File: config.mk
export PLATFORM = sky130hd
export DESIGN_NAME = iop_port
export DESIGN_NICKNAME = d
export VERILOG_FILES = /design/src/core/iop_edge.v /design/src/core/iop_port.v /design/src/core/iop_sync.v
export VERILOG_INCLUDE_DIRS = /design/src /design/src/core
export SDC_FILE = /design/constraint.sdc
export NUM_CORES = 1
export LEC_CHECK = 0
export BUFFER_PORTS_ARGS = -buffer_cell sky130_fd_sc_hd__buf_2
export CORE_ASPECT_RATIO = 1.1
export CORE_UTILIZATION = 50
export CTS_BUF_LIST = sky130_fd_sc_hd__clkbuf_4
export DETAILED_ROUTE_END_ITERATION = 7
export GPL_TIMING_DRIVEN = 1
export PLACE_DENSITY_LB_ADDON = 0.05
export SYNTH_ARGS = -nofsm -noshare
export SYNTH_HDL_FRONTEND = slang
export SYNTH_SLANG_ARGS = --single-unit
File: constraint.sdc
create_clock -name ref_clk -period 2.6 [get_ports ref_clk]
set_input_delay 0.13 -clock ref_clk [delete_from_list [all_inputs] [get_ports ref_clk]]
set_output_delay 0.13 -clock ref_clk [all_outputs]
set_load 0.05 [all_outputs]
File: src/core/iop_regs.vh
// constants for the 4-bit input port and 2-bit output port block
// assumes an 8-bit internal data memory address and 4-bit data words
`ifndef IOP_REGS_VH
`define IOP_REGS_VH
`define IOP_ADDR_INPUT_LEVELS 8'hE0
`define IOP_ADDR_IRQ_MASK 8'hE8
`define IOP_ADDR_IRQ_FLAG 8'hED
`define IOP_ADDR_OUTPUT_LATCH 8'hF3
`define IOP_RST_IRQ_MASK 4'h0
`define IOP_RST_IRQ_FLAG 1'h0
`define IOP_RST_OUTPUT_LATCH 2'h0
`define IOP_BIT_FACTOR 0
`define IOP_BIT_DIVCLK 0
`define IOP_BIT_BUZZER 1
`endif

File: src/core/iop_edge.v
// rising-edge detector with mask for one input line
// assumes synchronised level on ref_clk
`timescale 1ns/100ps
module iop_edge (
   // clock and reset
   input wire ref_clk,
   input wire reset,
   // line and enable
   input wire level,
   input wire enable,
   output wire hit
);
   reg last;
   always @(posedge ref_clk) begin
      if (reset) begin
         last <= 1'b0;
      end else begin
         last <= level;
      end
   end
   // masked rising edge
   assign hit = enable & level & ~last;
endmodule

File: src/core/iop_port.v
// memory-mapped input port, mask, factor flag and output latch
// assumes cpu gives one 4-bit access per strobe on internal data memory
`timescale 1ns/100ps
`include "iop_regs.vh"
module iop_port #(
   parameter LINES = 4
) (
   // clock and reset
   input wire ref_clk,
   input wire reset,
   // cpu data memory access
   input wire [7:0] mem_addr,
   input wire mem_rd,
   input wire mem_wr,
   input wire [3:0] mem_wdata,
   output reg [3:0] mem_rdata,
   // input pins
   input wire [LINES-1:0] in_line,
   // output pins and special controls
   output reg out_bit_0,
   output reg out_bit_1,
   output reg buzzer_enable,
   output reg divclk_out_enable,
   // interrupt request to cpu
   output reg input_irq_req
);
   wire [LINES-1:0] level;
   wire [LINES-1:0] hit;
   reg [3:0] in_irq_en;
   reg input_irq_factor;
   reg [1:0] out_latch;
   reg [3:0] next_rdata;
   genvar i;
   generate
      for (i = 0; i < LINES; i = i + 1) begin : g_line
         iop_sync u_sync (
            .ref_clk(ref_clk),
            .reset(reset),
            .pin(in_line[i]),
            .level(level[i])
         );
         iop_edge u_edge (
            .ref_clk(ref_clk),
            .reset(reset),
            .level(level[i]),
            .enable(in_irq_en[i]),
            .hit(hit[i])
         );
      end
   endgenerate
   // write side
   always @(posedge ref_clk) begin
      if (reset) begin
         in_irq_en <= `IOP_RST_IRQ_MASK;
         out_latch <= `IOP_RST_OUTPUT_LATCH;
      end else if (mem_wr) begin
         if (mem_addr == `IOP_ADDR_IRQ_MASK) begin
            in_irq_en <= mem_wdata;
         end
         if (mem_addr == `IOP_ADDR_OUTPUT_LATCH) begin
            out_latch <= mem_wdata[1:0];
         end
      end
   end
   // factor flag, set wins over read clear
   always @(posedge ref_clk) begin
      if (reset) begin
         input_irq_factor <= `IOP_RST_IRQ_FLAG;
      end else if (|hit) begin
         input_irq_factor <= 1'b1;
      end else if (mem_rd && mem_addr == `IOP_ADDR_IRQ_FLAG) begin
         input_irq_factor <= 1'b0;
      end
   end
   // read mux
   always @* begin
      next_rdata = 4'h0;
      case (mem_addr)
         `IOP_ADDR_INPUT_LEVELS: next_rdata = level;
         `IOP_ADDR_IRQ_MASK: next_rdata = in_irq_en;
         `IOP_ADDR_IRQ_FLAG: next_rdata = {3'h0, input_irq_factor};
         `IOP_ADDR_OUTPUT_LATCH: next_rdata = {2'h0, out_latch};
         default: next_rdata = 4'h0;
      endcase
   end
   // registered outputs
   always @(posedge ref_clk) begin
      if (reset) begin
         mem_rdata <= 4'h0;
         out_bit_0 <= 1'b0;
         out_bit_1 <= 1'b0;
         buzzer_enable <= 1'b0;
         divclk_out_enable <= 1'b0;
         input_irq_req <= 1'b0;
      end else begin
         if (mem_rd) begin
            mem_rdata <= next_rdata;
         end
         out_bit_0 <= out_latch[0];
         out_bit_1 <= out_latch[1];
         buzzer_enable <= out_latch[`IOP_BIT_BUZZER];
         divclk_out_enable <= out_latch[`IOP_BIT_DIVCLK];
         input_irq_req <= input_irq_factor;
      end
   end
endmodule

File: src/core/iop_sync.v
// three-stage synchroniser with agreement filter for one pin
// assumes pin is asynchronous to ref_clk
`timescale 1ns/100ps
module iop_sync (
   // clock and reset
   input wire ref_clk,
   input wire reset,
   // pin and filtered level
   input wire pin,
   output reg level
);
   reg s1;
   reg s2;
   reg s3;
   always @(posedge ref_clk) begin
      s1 <= pin;
      s2 <= s1;
      s3 <= s2;
      if (reset) begin
         level <= 1'b0;
      end else if (s2 == s3) begin
         level <= s3;
      end
   end
endmodule
==> impl_metrics.toml, run 1 <==
[critical_path]
slowest_delay_ns = 0.40
end_kind = "flop"
cp_data_required_time_ns = 2.87
critPathTopFamily = "compound AO/OA/AOI/OAI gates"
cp_cell_sequence = "nor4b_1, o211ai_1, a31oi_1, o31a_1"
worst-setup-path-type = "flop to flop"
crit_slowest_cell = "dfxtp_1"
start_kind = "flop"
crit_arrival_ns = 1.41
crit_start = "g_line[0].u_sync.level"
crit_buf_inv = 0
critPathMaxFanout = 5
r2r_start = "g_line[0].u_sync.level"

[global_route]
grt_usage_pct = 18.4
global_route.overflow_total = 0
grt_max_degree = 23
first_global_vias = 789
antenna_found_initial = 0
grt_pass1_wl_um = 3300

[sta]
worst_slack_ns = 1.47
fin_setup_tns_ns = 0
fin_worst_skew_ns = 0.00731
hold_viol = 0
tightest_slew_ns = 0.400
period_needed_ns = 1.13
fin_hold_ws_ns = 0.0489
relSlewSlack_pct = 73.0
layout_worst_path_cycle_share_pct = 43.6
max_freq_ghz = 0.882
rsz0062_at_grt = "no"
slew_violations = 0
setup_viol_count_final = 0

[routing]
wl_per_cell_um = 11.7
wirelength_um = 2080
avgViaCountPerCell = 5.25
num_vias = 930
drc_errors = 0
drt_iter0_markers = 20
ant_nets = 0
firstDrtPassIters = 4

[finish]
layout-drive-gt1-share_pct = 27.2
fillers = 214
antennaDiodeCount = 0
area_growth_pct = 19.1
fin_nets = 168

[synth]
ys_ff_latch = 34
synth_edf_count = 0
synth_area_leaders = "dfxtp_1, mux2i_1, nor2b_1"
avgSynthCellArea_um2 = 10.3
synthFlopType = "dfxtp_1"
netlist_instances = 115
synthArstFlopShare_pct = 0
syn_nets = 135
yosysSeqAreaShare_pct = 57.5
synth_top_area_share_pct = 57.5
ys_warn_count = 0
ys_types = 29
netlist_area_um2 = 1180
synth_top_cell_by_area = "dfxtp_1"

[floorplan]
boundaryPins = 29
die_x_um = 48.4
initial_utilization_pct = 52.6
rows = 18
dieHeight_um = 53.0
core_area_um2 = 2250
die_area_um2 = 2570

[clock_network]
post_cts_buffers = 0
ctsResizeCount = 0
cts.sinks = 34
holdBufCountCts = 4
cts_tree = "built"
clk_path_buf_depth = 2
h-tree-depth = 2
path_clk_slew_ns = 0.09
clockRootBuffer = "clkbuf_4"
clkLatencyLatePin_ns = 0.32
cts_buffers = 5

[min_path]
worstHoldStart = "mem_wdata[3]"
hold_path.class = "input pin to flop"

[placed_design]
globalplace.congestion = 0.839
dp_hpwl_um = 1480
pre_cts_slack_ns = 1.24
place.port_buffers = 28

[run]
cap_violations = 0

[power]
p_leak_nw = 0.621
cellPowerDensity_nw_per_um2 = 597
peakVddDrop_mv = 0.534

[status]
status = "finished clean"
==> synthesized netlist by cell type (2+ instances only) <==
master	count
a21oi_1	7
a31oi_1	2
and3_2	2
buf_2	2
buf_4	2
clkbuf_1	2
dfxtp_1	34
mux2_2	2
mux2i_1	6
nand2_1	8
nand3_1	2
nand4_1	4
nor2_1	14
nor2b_1	9
o21ai_0	4
o22ai_1	2
==> worst min-delay path, cell delays in order <==
cell and delay (ns):
buf_2 0.08, mux2i_1 0.05, nor2_1 0.08
==> cell usage in the layout (no fill, tap or decap), types with 2 or more instances in the layout <==
master and n:
clkbuf_4 5, buf_2 28, o21ai_0 4, dlygate4sd3_1 4, a31oi_1 2, nor2b_1 9
nor2_1 14, dfxtp_1 34, o22ai_1 2, and3_2 2, nand4_1 4, mux2_2 2
nand3_1 2, a21oi_1 7, nand2_1 8, mux2i_1 6
==> sequential cells by signal (all words and copies together) (netlist names) <==
| name | count |
|---|---|
| g_line.u_sync.s1 | 4 |
| divclk_out_enable | 1 |
| input_irq_req | 1 |
| g_line.u_sync.s3 | 4 |
| g_line.u_sync.s2 | 4 |
| input_irq_factor | 1 |
| g_line.u_edge.last | 4 |
| g_line.u_sync.level | 4 |
| mem_rdata | 4 |
| out_latch | 2 |
| buzzer_enable | 1 |
| in_irq_en | 4 |
==> path summary, 6_finish.rpt <==
path,end,slack (ns),cells after the start
worst min register to register,g_line[3].u_sync.s2,0.33,0
worst max register to register,mem_rdata[0],1.47,4
worst min-delay path,in_irq_en[3],0.05,3
worst max-delay path,mem_rdata[0],1.47,4
==> power breakdown <==
group	total [mW]	leakage [nW]	internal (mW)	switching, mW
logic	0.0551	0.316	0.0249	0.0302
clock network	0.240	0.0246	0.0921	0.148
registers	0.547	0.280	0.538	0.00900
==> per-stage QoR <==
stage / cells / util (%) / total power [mW] / area (um^2)
2_1_floorplan: 115 / - / 0.582 / 1180
3_3_place_gp: 167 / 59.0 / 0.607 / 1330
3_5_place_dp: 167 / 59.0 / 0.610 / 1330
4_1_cts: 177 / 62.6 / 0.856 / 1410
5_1_grt: 177 / 62.6 / 0.882 / 1410
6_report: 177 / 62.6 / 0.842 / 1410
==> per-layer routing <==
metal	vias to the layer above	global-route usage [%]	share of wire, %
met5	-	0	0
met4	0	11.8	2.6
met3	5	8.05	5.7
met2	32	30.0	48
met1	420	19.8	43
li1	473	-	-
==> layout make-up <==
cell class,count,area [um^2],area share (%)
Multi-Input combinational cell,74,467,33.1
Sequential cell,34,681,48.3
Tap cell,30,37.5,2.66
Timing Repair Buffer,32,180,12.8
Clock buffer,5,37.5,2.66
Inverter,1,3.75,0.266
Clock inverter,1,3.75,0.266
==> kinds of logic (layout without fill, tap and decap cells) <==
logic type	after synthesis	in the layout	share of synthesized area, %
AND/OR/NAND/NOR	45	45	21.1
flip-flops	34	34	57.5
multiplexers	8	8	6.98
buffers and inverters	7	39	3.07
AO/OA/AOI/OAI	21	21	11.3
No activity file was read; power rests on OpenSTA's default activity.
==> inputs of run 2 (changes only) <==
- CORE_UTILIZATION: 50 -> 48
- clock period: 2.6 -> 1 ns (I/O delays scaled with it)
==> run 2 against run 1 <==
Critical path depth is the same; sequential power rose to 2.6 times the previous value; wire length is 4.4% higher; design area grew 14%; clock power grew to 2.8 times the previous value; die area is 4.0% higher; via count grew 5.9%; core utilization increased by 7.2 points; register-to-register slack worse by 1.4 ns; largest power group unchanged.
==> impl_metrics.toml, run 2 (synthesis gave the netlist of run 1 again) <==
[sta]
tightest_slew_ns = 0.347
hold_viol = 0
max_freq_ghz = 1.04
setup_viol_count_final = 0
slew_violations = 0
relSlewSlack_pct = 76.6
fin_worst_skew_ns = 0.00983
period_needed_ns = 0.965
rsz0062_at_grt = "yes"
layout_worst_path_cycle_share_pct = 96.5

[global_route]
global_route.overflow_total = 0
grt_pass1_wl_um = 3690
grt_max_degree = 19
grt_most_used_layer = "met2"
grt_usage_pct = 19.6
grt_util_met3_pct = 7.63
grt_use_met1_pct = 20.7
first_global_vias = 876
antenna_found_initial = 0
use_met2_pct = 34.2

[placed_design]
dp_hpwl_um = 1620
place.port_buffers = 28
placed_area_um2 = 1430
globalplace.congestion = 0.904

[clock_network]
h-tree-depth = 2
post_cts_buffers = 0
clockRootBuffer = "clkbuf_4"
cts.sinks = 34
cts_buffers = 5
clkLatencyLatePin_ns = 0.32
path_clk_slew_ns = 0.09
cts_tree = "built"
clk_path_buf_depth = 2

[critical_path]
cp_cell_sequence = "nor4b_4, o211ai_1, a31oi_1, o31a_1"
cp_data_required_time_ns = 1.27
crit_arrival_ns = 1.23
crit_slowest_cell = "dfxtp_2"
critPathMaxFanout = 2
worst-setup-path-type = "flop to flop"
end_kind = "flop"
slowest_delay_ns = 0.35
start_kind = "flop"

[routing]
firstDrtPassIters = 4
ant_nets = 0
drc_errors = 0
num_vias = 985
drt_iter0_markers = 8
wirelength_um = 2170
wl_per_cell_um = 11.2
avgViaCountPerCell = 5.10

[min_path]
hold_path.class = "input pin to flop"

[finish]
design_area_um2 = 1600
layout_commonest_cell = "dfxtp_1"
layout-drive-gt1-share_pct = 34.4
multi_input_area_um2 = 489
antennaDiodeCount = 0
final_cell_mix = "dfxtp_1, buf_2, nor2_1, clkbuf_4"
fin_nets = 183
area_growth_pct = 35.5
fillers = 206
seq_area_um2 = 687

[floorplan]
initial_utilization_pct = 51.5
rows = 18
die_area_um2 = 2670
die_x_um = 49.3
core_area_um2 = 2300
dieHeight_um = 54.1
boundaryPins = 29

[run]
cap_violations = 0

[power]
p_leak_nw = 0.700
peakVddDrop_mv = 1.05
total_power_mw = 2.28
cellPowerDensity_nw_per_um2 = 1420

[status]
status = "finished clean"
==> run 2: cell types whose count changed in the layout (fill, tap and decap cells not counted), moves of 2 or more <==
cell           change
buf_2              -8
clkbuf_4           +9
dlygate4sd3_1      +5
buf_4              +9
dfxtp_2            +2
dfxtp_1            -3
==> run 2: metrics by stage <==
step | hold slack (ns) | setup TNS (ns) | std cells | worst slack (ns) | utilization (%)
floorplan | 0.0777 | 0 | 115 | 0.0132 | -
global placement | 0.154 | -0.570 | 177 | -0.0828 | 62.1
detailed placement | 0.154 | -0.738 | 177 | -0.125 | 62.1
CTS | 0.0586 | 0 | 193 | 0.00788 | 68.9
global route | 0.0653 | -0.0513 | 193 | -0.0513 | 69.8
finish | 0.0749 | 0 | 193 | 0.0349 | 69.8
==> run 2: worst paths after layout <==
check / endpoint / slack [ns] / depth (start not counted) / from
max reg2reg: mem_rdata[0] / 0.03 / 4 / g_line[0].u_sync.level
min reg2reg: g_line[1].u_sync.s2 / 0.34 / 0 / g_line[1].u_sync.s1
max: mem_rdata[0] / 0.03 / 4 / g_line[0].u_sync.level
min: mem_rdata[1] / 0.07 / 2 / mem_rd
==> run 2: critical path: cells and delay by family, from the launching register on <==
family | cells | cell delay (ns)
AO/OA/AOI/OAI | 3 | 0.39
flip-flops | 1 | 0.35
AND/OR/NAND/NOR | 1 | 0.18
==> run 2: layout make-up <==
type / instances / area share (%)
clock buffers: 6 / 2.81
clock inverters: 1 / 0.234
inverters: 1 / 0.234
multi-input cells: 74 / 30.5
flip-flops and latches: 34 / 42.8
well taps: 30 / 2.34
repair buffers: 47 / 21.1
==> run 2: power breakdown <==
part	internal [mW]	switching [mW]	leakage (nW)
Clock	0.282	0.379	0.0292
Sequential	1.40	0.0220	0.281
Combinational	0.106	0.0926	0.390
Total	1.78	0.494	0.700
==> run 2: layer usage <==
metal	share of wire, %	vias up
met4	1.4	0
met2	50	29
met5	0	-
li1	-	502
met1	43	448
met3	5.4	6
==> run 2: what timing repair did <==
| item | in CTS | in global routing |
|---|---|---|
| gates resized for setup | 3 | 9 |
| setup endpoints to repair | 1 | 10 |
| gates cloned | 0 | 0 |
| hold buffers | 9 | 0 |
| hold endpoints to repair | 13 | 0 |
